`config.mk`:
```
export PLATFORM = sky130hd
export DESIGN_NAME = external_pin_interrupts
export DESIGN_NICKNAME = d
export VERILOG_FILES = /design/src/ext_irq_pkg.sv /design/src/external_pin_interrupts.sv
export SDC_FILE = /design/constraint.sdc
export NUM_CORES = 1
export LEC_CHECK = 0
export BUFFER_PORTS_ARGS = -buffer_cell sky130_fd_sc_hd__buf_4
export CELL_PAD_IN_SITES_DETAIL_PLACEMENT = 1
export CELL_PAD_IN_SITES_GLOBAL_PLACEMENT = 2
export CORE_MARGIN = 2
export CORE_UTILIZATION = 35
export CTS_BUF_LIST = sky130_fd_sc_hd__clkbuf_8
export DETAILED_ROUTE_END_ITERATION = 8
export HOLD_SLACK_MARGIN = 0.05
export PLACE_DENSITY = 0.85
export SYNTH_ARGS = -nofsm -noshare
export SYNTH_HDL_FRONTEND = slang
export SYNTH_SLANG_ARGS = --single-unit
```
`constraint.sdc`:
```
create_clock -name ref_clk -period 4.4 [get_ports ref_clk]
set_clock_uncertainty 0.2 [all_clocks]
set_input_delay 0.44 -clock ref_clk [delete_from_list [all_inputs] [get_ports ref_clk]]
set_output_delay 0.44 -clock ref_clk [all_outputs]
set_load 0.005 [all_outputs]
```
`src/ext_irq_pkg.sv`:
```
// Constants, encodings and carrier types for the external pin interrupt block.
// Assumes a 100 MHz register clock and an APB master with 32-bit data.
package ext_irq_pkg;

  // Bus geometry and register byte addresses
  localparam int ADDR_W = 12;
  localparam logic [ADDR_W-1:0] OFF_SENSE = 12'h000;
  localparam logic [ADDR_W-1:0] OFF_CSR = 12'h004;
  localparam logic [ADDR_W-1:0] OFF_EN = 12'h008;
  localparam logic [ADDR_W-1:0] OFF_FLAGS = 12'h00C;

  // Field positions inside the 8-bit registers
  localparam int SENSE_A_LO = 0;
  localparam int SENSE_B_LO = 2;
  localparam int SENSE_C_EDGE = 6;
  localparam int EN_B = 7;
  localparam int EN_A = 6;
  localparam int EN_C = 5;
  localparam int FLAG_B = 7;
  localparam int FLAG_A = 6;
  localparam int FLAG_C = 5;

  // Reset values
  localparam logic [7:0] RST_SENSE = 8'h00;
  localparam logic RST_SENSE_C = 1'b0;
  localparam logic [2:0] RST_EN = 3'h0;
  localparam logic [2:0] RST_FLAGS = 3'h0;

  // Pin indices and their vector codes
  localparam int PIN_A = 0;
  localparam int PIN_B = 1;
  localparam int PIN_C = 2;
  localparam logic [1:0] VEC_NONE = 2'h0;
  localparam logic [1:0] VEC_A = 2'h1;
  localparam logic [1:0] VEC_B = 2'h2;
  localparam logic [1:0] VEC_C = 2'h3;

  // Start-up wait after a wake decision, in ref_clk cycles
  localparam int STARTUP_CYC = 64;
  localparam int CNT_W = 16;

  // Sense modes of pins a and b
  typedef enum logic [1:0] {
    MODE_LOW = 2'h0,
    MODE_ANY = 2'h1,
    MODE_FALL = 2'h2,
    MODE_RISE = 2'h3
  } sense_e;

  // Wake sequencer states, one-hot
  typedef enum logic [3:0] {
    WK_RUN = 4'h1,
    WK_SLEEP = 4'h2,
    WK_SEEN = 4'h4,
    WK_START = 4'h8
  } wake_e;

  // APB request and answer
  typedef struct packed {
    logic psel;
    logic penable;
    logic pwrite;
    logic [ADDR_W-1:0] paddr;
    logic [31:0] pwdata;
  } apb_req_s;

  typedef struct packed {
    logic [31:0] prdata;
    logic pready;
    logic pslverr;
  } apb_rsp_s;

  // Whole state of the block
  typedef struct packed {
    logic [2:0] pinS1;
    logic [2:0] pinS2;
    logic [2:0] pinPrev;
    logic tickS1;
    logic tickS2;
    logic tickPrev;
    logic [7:0] sense;
    logic senseC;
    logic [2:0] en;
    logic [2:0] flags;
    apb_rsp_s rsp;
    wake_e wake;
    logic [CNT_W-1:0] cnt;
    logic wakeUp;
    logic irqValid;
    logic [1:0] irqVecId;
  } state_s;

endpackage

```
`src/external_pin_interrupts.sv`:
```
// External interrupt logic for three request pins, with APB registers.
// Assumes the core supplies the global enable, clock-run and sleep levels
// on ref_clk, and acknowledges a taken vector with a one-cycle pulse.
`timescale 1ns/1ps

module external_pin_interrupts #(
  parameter int StartupCycles = ext_irq_pkg::STARTUP_CYC
) (
  // Clock and reset
  input wire logic ref_clk,
  input wire logic resetn,
  // APB slave
  input wire ext_irq_pkg::apb_req_s apbReq,
  output ext_irq_pkg::apb_rsp_s apbRsp,
  // Pins and port drivers
  input wire logic [2:0] padIn,
  input wire logic [2:0] portOut,
  input wire logic [2:0] portDir,
  // Core side
  input wire logic globalIntEn,
  input wire logic ioClkRun,
  input wire logic sleepPowerDown,
  input wire logic wdtTick,
  input wire logic irqAck,
  input wire logic [1:0] irqAckId,
  // Requests to the core
  output logic irqValid,
  output logic [1:0] irqVecId,
  output logic wakeUp
);
  import ext_irq_pkg::*;

  // Elaboration check on the start-up count
  if (StartupCycles < 1 || StartupCycles >= (1 << CNT_W)) begin : gChk
    $error("StartupCycles out of range");
  end

  // Edge or change event for a given sense mode
  function automatic logic edgeHit(sense_e m, logic prev, logic cur);
    case (m)
      MODE_ANY: edgeHit = prev ^ cur;
      MODE_FALL: edgeHit = prev & ~cur;
      MODE_RISE: edgeHit = ~prev & cur;
      default: edgeHit = 1'b0;
    endcase
  endfunction

  // Sense mode of pin a or b
  function automatic sense_e modeOf(logic [7:0] s, int pin);
    modeOf = sense_e'(pin == PIN_A ? s[SENSE_A_LO +: 2] : s[SENSE_B_LO +: 2]);
  endfunction

  // Address decode, used for both write enable and error
  function automatic logic isMapped(logic [ADDR_W-1:0] a);
    isMapped = (a == OFF_SENSE) || (a == OFF_CSR) || (a == OFF_EN) || (a == OFF_FLAGS);
  endfunction

  // Map a pin-indexed triple onto its register bit positions
  function automatic logic [7:0] toReg(logic [2:0] v);
    toReg = 8'h00;
    toReg[FLAG_A] = v[PIN_A];
    toReg[FLAG_B] = v[PIN_B];
    toReg[FLAG_C] = v[PIN_C];
  endfunction

  logic rstS1_q;
  logic rstn_q;
  state_s st_q;
  state_s st_d;
  logic [2:0] lvl;
  logic [2:0] evt;
  logic [2:0] lowLvl;
  logic [2:0] req;
  logic [2:0] clr;
  logic [7:0] wdat;
  logic access;
  logic done;
  logic wrOk;
  logic polC;
  logic tickEdge;
  logic lowWake;
  logic awake;

  // Reset release through two flops; asserts at once, releases on the clock
  always_ff @(posedge ref_clk or negedge resetn) begin
    if (!resetn) begin
      rstS1_q <= 1'b0;
      rstn_q <= 1'b0;
    end else begin
      rstS1_q <= 1'b1;
      rstn_q <= rstS1_q;
    end
  end

  // Next-state logic
  always_comb begin
    st_d = st_q;
    lvl = (portDir & portOut) | (~portDir & padIn);
    evt = 3'h0;
    lowLvl = 3'h0;
    req = 3'h0;
    clr = 3'h0;
    wdat = apbReq.pwdata[7:0];
    access = apbReq.psel & apbReq.penable;
    done = access & st_q.rsp.pready;
    wrOk = done & apbReq.pwrite & isMapped(apbReq.paddr);
    awake = (st_q.wake == WK_RUN);

    // Pin sampling; first stage feeds only the second
    st_d.pinS1 = lvl;
    st_d.pinS2 = st_q.pinS1;
    st_d.tickS1 = wdtTick;
    st_d.tickS2 = st_q.tickS1;
    st_d.tickPrev = st_q.tickS2;
    tickEdge = st_q.tickS2 & ~st_q.tickPrev;

    // Pins a, b: edge history frozen while the I/O clock is stopped
    for (int i = PIN_A; i <= PIN_B; i++) begin
      if (ioClkRun) begin
        st_d.pinPrev[i] = st_q.pinS2[i];
      end
      evt[i] = ioClkRun & edgeHit(modeOf(st_q.sense, i), st_q.pinPrev[i], st_q.pinS2[i]);
      lowLvl[i] = (modeOf(st_q.sense, i) == MODE_LOW) & ~st_q.pinS2[i];
    end

    // Pin c: edge of the polarised level, so a polarity change can fire
    // Software should mask pin c around an edge-select change for that reason
    polC = st_q.senseC ? st_q.pinS2[PIN_C] : ~st_q.pinS2[PIN_C];
    st_d.pinPrev[PIN_C] = polC;
    evt[PIN_C] = polC & ~st_q.pinPrev[PIN_C];

    // Flag clears: written one or vector taken
    if (wrOk && apbReq.paddr == OFF_FLAGS) begin
      clr[PIN_A] = wdat[FLAG_A];
      clr[PIN_B] = wdat[FLAG_B];
      clr[PIN_C] = wdat[FLAG_C];
    end
    if (irqAck) begin
      case (irqAckId)
        VEC_A: clr[PIN_A] = 1'b1;
        VEC_B: clr[PIN_B] = 1'b1;
        VEC_C: clr[PIN_C] = 1'b1;
        default: clr = clr;
      endcase
    end
    // A new event in the clearing cycle keeps the flag set
    // Set wins, so an edge landing on a software clear is never lost
    st_d.flags = (st_q.flags & ~clr) | evt;
    for (int i = PIN_A; i <= PIN_B; i++) begin
      if (modeOf(st_q.sense, i) == MODE_LOW) begin
        st_d.flags[i] = 1'b0;
      end
    end

    // Register writes
    if (wrOk) begin
      case (apbReq.paddr)
        OFF_SENSE: st_d.sense = wdat;
        OFF_CSR: st_d.senseC = wdat[SENSE_C_EDGE];
        OFF_EN: begin
          st_d.en[PIN_A] = wdat[EN_A];
          st_d.en[PIN_B] = wdat[EN_B];
          st_d.en[PIN_C] = wdat[EN_C];
        end
        default: st_d.sense = st_q.sense;
      endcase
    end

    // APB answer: one wait state, data captured with pready
    // Unmapped places answer with an error and read as zero
    st_d.rsp.pready = access & ~st_q.rsp.pready;
    st_d.rsp.pslverr = access & ~st_q.rsp.pready & ~isMapped(apbReq.paddr);
    st_d.rsp.prdata = 32'h0000_0000;
    if (access && !st_q.rsp.pready && !apbReq.pwrite) begin
      case (apbReq.paddr)
        OFF_SENSE: st_d.rsp.prdata[7:0] = st_q.sense;
        OFF_CSR: st_d.rsp.prdata[SENSE_C_EDGE] = st_q.senseC;
        OFF_EN: st_d.rsp.prdata[7:0] = toReg(st_q.en);
        OFF_FLAGS: st_d.rsp.prdata[7:0] = toReg(st_q.flags);
        default: st_d.rsp.prdata = 32'h0000_0000;
      endcase
    end

    // Requests; level is held off until the wake sequence completes
    // Flags of a, b hold edges only; level requests come straight from the pin
    for (int i = PIN_A; i <= PIN_B; i++) begin
      req[i] = st_q.en[i] & globalIntEn &
               ((lowLvl[i] & awake) | st_q.flags[i]);
    end
    req[PIN_C] = st_q.en[PIN_C] & globalIntEn & st_q.flags[PIN_C];

    // Fixed priority, a first; each pin its own vector
    st_d.irqValid = |req;
    if (req[PIN_A]) begin
      st_d.irqVecId = VEC_A;
    end else if (req[PIN_B]) begin
      st_d.irqVecId = VEC_B;
    end else if (req[PIN_C]) begin
      st_d.irqVecId = VEC_C;
    end else begin
      st_d.irqVecId = VEC_NONE;
    end

    // Power-down wake sequencer
    lowWake = |(lowLvl[PIN_B:PIN_A] & st_q.en[PIN_B:PIN_A]);
    case (st_q.wake)
      WK_RUN: begin
        st_d.wakeUp = 1'b0;
        if (sleepPowerDown) begin
          st_d.wake = WK_SLEEP;
        end
      end
      WK_SLEEP: begin
        if (!sleepPowerDown) begin
          st_d.wake = WK_RUN;
        end else if (evt[PIN_C] && st_q.en[PIN_C]) begin
          st_d.wake = WK_START;
          st_d.wakeUp = 1'b1;
          st_d.cnt = CNT_W'(StartupCycles);
        end else if (tickEdge && lowWake) begin
          st_d.wake = WK_SEEN;
        end
      end
      WK_SEEN: begin
        if (!sleepPowerDown) begin
          st_d.wake = WK_RUN;
        end else if (tickEdge) begin
          // A single low sample is treated as noise
          if (lowWake) begin
            st_d.wake = WK_START;
            st_d.wakeUp = 1'b1;
            st_d.cnt = CNT_W'(StartupCycles);
          end else begin
            st_d.wake = WK_SLEEP;
          end
        end
      end
      WK_START: begin
        // Start-up length counts down from the parameter
        // Wake completes regardless of the level; the request then follows it
        if (st_q.cnt <= CNT_W'(1)) begin
          st_d.wake = WK_RUN;
          st_d.wakeUp = 1'b0;
          st_d.cnt = '0;
        end else begin
          st_d.cnt = st_q.cnt - CNT_W'(1);
        end
      end
      default: begin
        st_d.wake = WK_RUN;
        st_d.wakeUp = 1'b0;
      end
    endcase
  end

  // State register
  always_ff @(posedge ref_clk or negedge rstn_q) begin
    if (!rstn_q) begin
      // Sync stages start at the pull-up level and a, b history at high,
      // so no false edge follows reset; pin c history is its polarised idle
      st_q <= '{
        pinS1: 3'h7, pinS2: 3'h7, pinPrev: 3'h3,
        tickS1: 1'b0, tickS2: 1'b0, tickPrev: 1'b0,
        sense: RST_SENSE, senseC: RST_SENSE_C,
        en: RST_EN, flags: RST_FLAGS,
        rsp: '{prdata: 32'h0000_0000, pready: 1'b0, pslverr: 1'b0},
        wake: WK_RUN, cnt: '0, wakeUp: 1'b0,
        irqValid: 1'b0, irqVecId: VEC_NONE
      };
    end else begin
      st_q <= st_d;
    end
  end

  // Outputs straight from the state flops
  assign apbRsp = st_q.rsp;
  assign irqValid = st_q.irqValid;
  assign irqVecId = st_q.irqVecId;
  assign wakeUp = st_q.wakeUp;

endmodule // external_pin_interrupts

```
==> results of run 1 <==
## routing by layer
metal	up-vias	wire, um	GRT usage
li1	1163	-	-
met1	1188	3600	0.217
met2	47	3540	0.250
met3	9	203	0.0212
met4	0	130	0.0615
met5	-	0	0
## final cells by class
class | instances | area, sq um
timing repair buffer | 58 | 443
clock buffer | 10 | 138
fill | 1059 | 5350
sequential | 63 | 1590
tap | 129 | 161
inverter | 9 | 33.8
multi-input combinational | 222 | 1520
clock inverter | 6 | 53.8
## worst register-to-register path, cell delays in order (launching register included)
cell	delay, ns
dfrtp_1	0.48
nor4b_4	0.81
o31ai_4	0.37
or4_1	0.55
nand3_1	0.08
## where the power goes
group | leakage [nW] | switching (mW) | internal, mW | total (mW)
Sequential | 0.778 | 0.00778 | 0.596 | 0.603
Combinational | 0.946 | 0.0362 | 0.0372 | 0.0734
Clock | 0.106 | 0.213 | 0.270 | 0.483
Total | 1.83 | 0.257 | 0.903 | 1.16
## stage by stage
step | std cells | cell area, sq um | setup slack (ns) | total power [mW]
after floorplan | 335 | 3450 | 2.33 | 0.658
after global placement | 478 | 3710 | 1.86 | 0.683
after detailed placement | 478 | 3710 | 1.85 | 0.686
after CTS | 497 | 3940 | 1.82 | 1.18
after global routing | 497 | 3940 | 1.67 | 1.22
final | 497 | 3940 | 1.84 | 1.16
## state kept, by name, summed over array words and instances (netlist names)
| signal | cells |
|---|---|
| apbRsp | 10 |
| irqValid | 1 |
| irqVecId | 2 |
| rstS1_q | 1 |
| rstn_q | 1 |
| st_d | 5 |
| st_q | 42 |
| wakeUp | 1 |
## how the worst max path moves through the flow
stage / start / end / slack, ns
finish: st_q[21] / st_q[18] / 1.84
global route: st_q[21] / st_q[18] / 1.67
CTS: st_q[21] / st_q[18] / 1.82
detailed placement: st_q[21] / st_q[18] / 1.85
global placement: st_q[21] / st_q[18] / 1.86
floorplan: rstn_q / apbRsp[0] / 2.33
## logic make-up (layout without fill, tap and decap cells)
| group | count (synthesis) | count (layout) | share of synthesized area |
|---|---|---|---|
| xor+xnor | 3 | 3 | 0.00781 |
| buf+inv | 50 | 83 | 0.103 |
| compound gates | 50 | 50 | 0.113 |
| simple gates | 118 | 118 | 0.210 |
| flops | 63 | 63 | 0.472 |
| fa+ha+maj | 6 | 6 | 0.0223 |
| other cells | 2 | 25 | 0.00223 |
| mux | 20 | 20 | 0.0703 |
## cells in the final DEF, fill, tap and decap left out, types with 2 or more instances in the layout
master	count
or3_1	5
o21ai_1	2
nand3_1	17
and2_1	9
nand2b_1	4
o221ai_1	2
and4_1	2
xnor2_1	2
nor4_1	5
or4_1	2
nand4b_1	2
conb_1	25
dfstp_2	9
mux2_2	19
buf_4	55
ha_1	6
a22oi_1	2
o21ai_0	8
nor3_2	2
clkbuf_8	10
o31ai_1	2
o21bai_1	3
nor2_1	12
or4b_1	4
o311ai_0	2
a21o_1	5
o211ai_1	4
nor3_1	4
nor2b_1	2
dfrtp_1	53
inv_1	12
nand2_1	36
a21oi_1	5
dlygate4sd3_1	3
==> flow_summary.yaml, run 1 <==
yosys:
  yosysTopAreaCellShare: 0.402
  synth_seq_cells: 63
  synth_cell_types: 63
  netlist_top_cells_area: "dfrtp_1, buf_4, dfstp_2"
  synth_top_area_cell: "dfrtp_1"
  synth_area_per_cell_sq_um: 10.8
  netlist_area_sq_um: 3360
  synth_commonest_cells: "dfrtp_1, buf_4, nand2_1"
  async_flop_share: 1.00
  yosysSeqAreaShare: 0.472
  synthFlopType: "dfrtp_1"
  synth_edf_count: 0
  ys_warn_count: 0
  syn_inst: 312
  yosysMostFrequentCell: "dfrtp_1"
timing:
  hold_viol_final: 0
  relSlewSlack: 0.435
  drv_slew: 0
  layout_min_cycle_time_ns: 2.56
  tns_ns: 0
  worstMarginPinSlew_ns: 0.844
  rsz0062_at_grt: "false"
  fin_crit_sh: 0.582
  setup_viol: 0
  whs_ns: 0.0993
  fmax_mhz: 391
grt:
  grt_max_degree: 53
  grt_pass1_vias: 2556
  grt_antenna_before_repair: 0
  grt_pass1_wl_um: 12700
  gr-usage-all-layers: 0.157
  grt.overflow.total: 0
setup_path:
  crit_chain: "nor4b_4 -> o31ai_4 -> or4_1 -> nand3_1"
  cpMaxStageDelayCell: "nor4b_4"
  required_ns: 4.46
  critPathTopFamily: "simple AND/OR/NAND/NOR gates"
  startpoint_type: "register"
  critPathMaxFanout: 17
  cp_num_buf_inv: 0
  cp_slowest_stage_delay_ns: 0.81
  r2r_cells: 4
  critPathKind: "register to register"
  rr_startpoint: "st_q[21]"
  r2r_setup_slack_ns: 1.84
  crit_arrival_ns: 2.62
  crit_cells: 4
  worstReg2RegEnd: "st_q[18]"
  worstSetupEndpointType: "register"
clock_tree:
  cts_max_level: 3
  clock_path_buffers: 2
  cts_tree: "yes"
  clkTransAtPathRegs_ns: 0.06
  cts_made_buffers: 9
  cts.sinks: 63
  cts_resized: 0
  cts_root_buf: "clkbuf_8"
  clk_latency_ns: 0.33
  cts_setup_buffers: 0
  cts_hold_buf: 3
die:
  dieArea_sq_um: 10400
  die_w_um: 102
  initial_core_util: 0.362
  core_sq_um: 9280
  pin_count: 103
  die_y_um: 102
  num_rows: 35
pwr:
  leakage_nw: 1.83
  ir_drop_v: 0.000120
  power.density_nw_per_um2: 295
finish:
  final_core_util: 0.424
  drive_above_1_share: 0.296
  syn2layout_area_growth_pct: 17.0
  nets: 434
  antenna_cells: 0
outcome:
  status: "complete, no violations"
run:
  cap_viol_max_count: 0
min_path:
  whs_path_depth: 2
  whs_endpoint: "st_q[20]"
  hold_start: "sleepPowerDown"
  hold_class: "input port to register"
detailed_routing:
  via_per_inst: 4.84
  drt_first_iter_violations: 84
  drt_wl_total_um: 7470
  first_pass_iters: 4
  wl_per_cell_um: 15.0
  ant_nets: 0
  drc: 0
  num_vias: 2407
place:
  globalplace.congestion: 0.834
  hpwlAfterDp_um: 5520
  io_buffers: 54
No activity file was read; power rests on OpenSTA's default activity.
==> run 2, diff against run 1 <==
--- a/config.mk
+++ b/config.mk
@@ -9,11 +9,11 @@
 export CELL_PAD_IN_SITES_DETAIL_PLACEMENT = 1
 export CELL_PAD_IN_SITES_GLOBAL_PLACEMENT = 2
 export CORE_MARGIN = 2
-export CORE_UTILIZATION = 35
+export CORE_UTILIZATION = 30
 export CTS_BUF_LIST = sky130_fd_sc_hd__clkbuf_8
 export DETAILED_ROUTE_END_ITERATION = 8
 export HOLD_SLACK_MARGIN = 0.05
-export PLACE_DENSITY = 0.85
+export PLACE_DENSITY = 0.77
 export SYNTH_ARGS = -nofsm -noshare
 export SYNTH_HDL_FRONTEND = slang
 export SYNTH_SLANG_ARGS = --single-unit
==> constraint.sdc (replaced) <==
create_clock -name ref_clk -period 2.05 [get_ports ref_clk]
set_clock_uncertainty 0.2 [all_clocks]
set_input_delay 0.205 -clock ref_clk [delete_from_list [all_inputs] [get_ports ref_clk]]
set_output_delay 0.205 -clock ref_clk [all_outputs]
set_load 0.005 [all_outputs]
==> run 2 against run 1 <==
Effect of this change:
- final area increased by 19%
- first-iteration DRC count decreased by 29%
- largest power group unchanged
- via count increased by 12%
- power increased by 130%
- wire length increased by 10%
==> flow_summary.yaml, run 2 (synthesis gave the netlist of run 1 again) <==
finish:
  top_register: "st_q"
  layout_common_cells: "buf_4, dfrtp_1, nand2_1"
  largest_reg_flops: 42
  nets: 503
  antenna_cells: 0
  syn2layout_area_growth_pct: 39.0
  fillCellCount: 1234
  drive_above_1_share: 0.387
  layout_commonest_cell: "buf_4"
pwr:
  power.density_nw_per_um2: 581
  ir_drop_v: 0.000298
  p_sw_mw: 0.630
  power_frac_comb: 0.079
  swShare: 0.232
  power_mw: 2.72
  leakage_nw: 2.17
  p_int_mw: 2.09
  clkPwrFrac: 0.446
  pwr-share-seq: 0.475
setup_path:
  crit_arrival_ns: 2.04
  cp_slowest_stage_delay_ns: 0.42
  required_ns: 2.10
  r2r_cells: 6
  critPathKind: "register to register"
  critPathMaxFanout: 6
  worstSetupEndpointType: "register"
  cpMaxStageDelayCell: "dfrtp_1"
  crit_chain: "nor4_4 -> nand2_2 -> o31ai_4 -> buf_6 -> nand4_2 -> a21bo_1"
  rr_startpoint: "st_q[12]"
  startpoint_type: "register"
  worstReg2RegEnd: "wakeUp"
  r2r_setup_slack_ns: 0.06
timing:
  setup_slack_ns: 0.0554
  layout_min_cycle_time_ns: 1.99
  rsz0062_at_grt: "true"
  hold_viol_final: 0
  fin_crit_sh: 0.973
  setup_viol: 0
  fmax_mhz: 501
  drv_slew: 0
grt:
  grt_max_degree: 62
  grt_pass1_vias: 2904
  grt.overflow.total: 0
  grt_antenna_before_repair: 0
  grt_pass1_wl_um: 13700
  gr-usage-all-layers: 0.150
run:
  cap_viol_max_count: 0
place:
  io_buffers: 54
  globalplace.congestion: 0.797
  hpwlAfterDp_um: 6090
  place_ws_ns: -0.00575
detailed_routing:
  first_pass_iters: 4
  num_vias: 2695
  drc: 0
  via_per_inst: 4.67
  drt_wl_total_um: 8230
  ant_nets: 0
  drt_first_iter_violations: 60
  wl_per_cell_um: 14.3
outcome:
  status: "complete, no violations"
clock_tree:
  cts.sinks: 63
  cts_made_buffers: 9
  clkTransAtPathRegs_ns: 0.07
  clk_latency_ns: 0.36
  clock_path_buffers: 2
  cts_tree: "yes"
  cts_max_level: 3
  cts_root_buf: "clkbuf_8"
die:
  die_y_um: 110
  die_w_um: 110
  pin_count: 103
  initial_core_util: 0.309
  core_sq_um: 10900
  num_rows: 38
  dieArea_sq_um: 12100
min_path:
  hold_class: "register to async pin"
-- run 2: changes by cell type in the layout (fill, tap and decap cells not counted), moves of 3 or more --
cell and change:
buf_4 +38, or4b_4 +4, dlygate4sd3_1 +27, or4b_1 -4
inv_1 -3
-- run 2: power by group through the flow --
stage	Sequential (mW)	Clock [mW]	Combinational, mW
6_report	1.29	1.21	0.216
5_1_grt	1.29	1.31	0.241
4_1_cts	1.29	1.25	0.216
3_5_place_dp	1.31	0	0.170
3_3_place_gp	1.31	0	0.164
2_1_floorplan	1.33	0	0.0852
-- run 2: stage by stage --
step           hold WS [ns]  utilization  instance area (sq um)  TNS [ns]  cells
2_1_floorplan        -0.291            -                   3450         0    335
3_3_place_gp         -0.213        0.373                   4060         0    530
3_5_place_dp         -0.211        0.373                   4060  -0.00575    530
4_1_cts              0.0872        0.422                   4590         0    577
5_1_grt               0.103        0.429                   4680    -0.110    577
6_report             0.0425        0.429                   4680         0    577
-- run 2: what timing repair did --
action	in CTS	in global routing
endpoints found under the setup margin	4	23
pin swaps	0	9
buffers inserted	1	0
hold buffers	30	0
endpoints found under the hold margin	39	0
resized for setup	2	20
-- run 2: worst max path at each step --
stage | startpoint | to | slack (ns) | cells after the start
global route | st_q[12] | wakeUp | -0.04 | 6
detailed placement | st_q[20] | irqVecId[0] | -0.006 | 4
finish | st_q[12] | wakeUp | 0.06 | 6
floorplan | st_q[12] | wakeUp | 0.09 | 7
global placement | st_q[79] | st_q[14] | 0.05 | 5
CTS | st_q[5] | st_q[18] | 0.006 | 6
-- run 2: area by class of cell --
cell class              instances  area, sq um  share of cell area
clock buffers                   9          124              0.0265
clock inverters                 7         95.1              0.0203
inverters                       9         33.8             0.00723
multi-input cells             222         1600               0.341
flip-flops and latches         63         1590               0.340
well taps                     140          175              0.0375
repair buffers                127         1060               0.227
-- run 2: metal layers --
layer / vias up / global-route usage / wire length [um]
met3: 11 / 0.0421 / 301
met5: - / 0 / 0
li1: 1301 / - / -
met1: 1336 / 0.181 / 3660
met2: 47 / 0.253 / 4090
met4: 0 / 0.0579 / 167
-- run 2: worst max-delay path: cells and delay by family (launching register included) --
kind	cells	cell delay (ns)
buffers and inverters	1	0.17
AOI/OAI and AO/OA	2	0.54
and+or+nand+nor	3	0.56
DFF	1	0.42
==> run 3, diff against run 2 <==
--- a/config.mk
+++ b/config.mk
@@ -8,6 +8,7 @@
 export BUFFER_PORTS_ARGS = -buffer_cell sky130_fd_sc_hd__buf_4
 export CELL_PAD_IN_SITES_DETAIL_PLACEMENT = 1
 export CELL_PAD_IN_SITES_GLOBAL_PLACEMENT = 2
+export CORE_ASPECT_RATIO = 0.8
 export CORE_MARGIN = 2
 export CORE_UTILIZATION = 30
 export CTS_BUF_LIST = sky130_fd_sc_hd__clkbuf_8
==> run 3 against run 2 <==
Effect of this change:
- critical path depth stayed put
- sequential share of layout area fell by 0.67 points
- highest routed layer unchanged
- global-route usage is 0.41 points higher
- clock power grew 21%
- sequential power barely moved
- non-clock buffer count rose by 1
- die area about the same
- power up 9.6%
- final cell count up 0.87%
==> flow_summary.yaml, run 3 (synthesis gave the netlist of run 1 again) <==
pwr:
  ir_drop_v: 0.000259
  swShare: 0.218
  p_sw_mw: 0.649
  clkPwrFrac: 0.495
  power_frac_comb: 0.069
  pwr-share-seq: 0.436
  p_int_mw: 2.33
  leakage_nw: 2.20
  power.density_nw_per_um2: 622
finish:
  drive_above_1_share: 0.418
  fillCellCount: 1231
  layout_common_cells: "buf_4, dfrtp_1, nand2_1"
  layout_commonest_cell: "buf_4"
  largest_reg_flops: 42
  nets: 504
  final_cell_area_sq_um: 4790
  antenna_cells: 0
  syn2layout_area_growth_pct: 42.5
  top_register: "st_q"
timing:
  fmax_mhz: 504
  hold_viol_final: 0
  setup_viol: 0
  tns_ns: 0
  layout_min_cycle_time_ns: 1.99
  drv_slew: 0
  fin_crit_sh: 0.969
clock_tree:
  cts_root_buf: "clkbuf_8"
  cts.sinks: 63
  cts_made_buffers: 9
  clkTransAtPathRegs_ns: 0.08
  cts_max_level: 3
  cts_tree: "yes"
  clk_latency_ns: 0.36
  clock_path_buffers: 2
setup_path:
  rr_startpoint: "st_q[13]"
  required_ns: 2.08
  crit_arrival_ns: 2.02
  r2r_cells: 6
  worstReg2RegEnd: "st_q[19]"
  startpoint_type: "register"
  worstSetupEndpointType: "register"
  cp-startpoint: "st_q[13]"
  critPathKind: "register to register"
  critPathMaxFanout: 6
  r2r_setup_slack_ns: 0.06
grt:
  grt_pass1_wl_um: 14400
  grt_pass1_vias: 2851
  grt.overflow.total: 0
  gr-usage-all-layers: 0.154
  grt_max_degree: 43
  grt_antenna_before_repair: 0
die:
  initial_core_util: 0.309
  die_w_um: 122
  dieArea_sq_um: 12100
  num_rows: 34
  core_sq_um: 10900
  pin_count: 103
  die_y_um: 98.7
detailed_routing:
  via_per_inst: 4.73
  drt_wl_total_um: 8810
  ant_nets: 0
  drc: 0
  wl_per_cell_um: 15.1
  drt_first_iter_violations: 79
  first_pass_iters: 5
  num_vias: 2754
place:
  globalplace.congestion: 0.766
  place_area_sq_um: 4040
  hpwlAfterDp_um: 6400
  io_buffers: 54
run:
  cap_viol_max_count: 0
outcome:
  status: "complete, no violations"
min_path:
  hold_class: "register to async pin"
==> run 3: worst max-delay path, cell delays in order (launching register included) <==
cell,delay (ns)
dfrtp_2,0.46
nor4_4,0.33
buf_4,0.17
nand4b_1,0.13
or3_4,0.37
nand3_2,0.10
o311ai_2,0.10
==> run 3: how the worst max path moves through the flow <==
stage                       end  slack [ns]  cells past startpoint
finish                 st_q[19]        0.06                      6
detailed placement  irqVecId[1]        -0.1                      5
floorplan                wakeUp        0.09                      7
global route           st_q[19]       -0.02                      6
CTS                    st_q[14]      -0.005                      5
global placement    irqVecId[0]       -0.07                      4
==> run 3: power groups by stage <==
stage	Combinational (mW)	Sequential, mW	Clock, mW
after detailed placement	0.164	1.32	0
final	0.205	1.30	1.47
after CTS	0.206	1.30	1.51
after global placement	0.158	1.32	0
after global routing	0.229	1.30	1.57
after floorplan	0.0852	1.33	0
==> run 3: cell type report <==
| type | instances | area, sq um | area share |
|---|---|---|---|
| flip-flops and latches | 63 | 1600 | 0.333 |
| multi-input cells | 222 | 1660 | 0.347 |
| inverters | 9 | 33.8 | 0.00705 |
| well taps | 144 | 180 | 0.0376 |
| clock buffers | 9 | 124 | 0.0258 |
| clock inverters | 7 | 145 | 0.0303 |
| repair buffers | 128 | 1050 | 0.219 |
==> run 3: routing by layer <==
| metal | GRT usage | routed length (um) | vias up |
|---|---|---|---|
| met5 | 0 | 0 | - |
| met4 | 0.0539 | 125 | 0 |
| met3 | 0.0382 | 374 | 11 |
| met2 | 0.232 | 4010 | 67 |
| met1 | 0.216 | 4300 | 1367 |
| li1 | - | - | 1309 |
==> run 3: per-stage QoR <==
step	cells	util	hold WS [ns]	worst slack [ns]	power, mW
after global routing	582	0.440	0.0706	-0.0171	3.10
after CTS	575	0.422	0.0504	-0.00513	3.01
final	582	0.440	0.0308	0.0640	2.98
after detailed placement	532	0.371	-0.208	-0.0970	1.49
after floorplan	335	-	-0.291	0.0903	1.41
after global placement	532	0.371	-0.210	-0.0707	1.48
==> run 3: what timing repair did <==
action                                  CTS  global route
endpoints found under the setup margin    6            21
pin swaps                                 0             7
setup buffers                             0             7
hold buffers                             27             0
resized for setup                         4            31
endpoints found under the hold margin    34             0
cloned                                    0             0
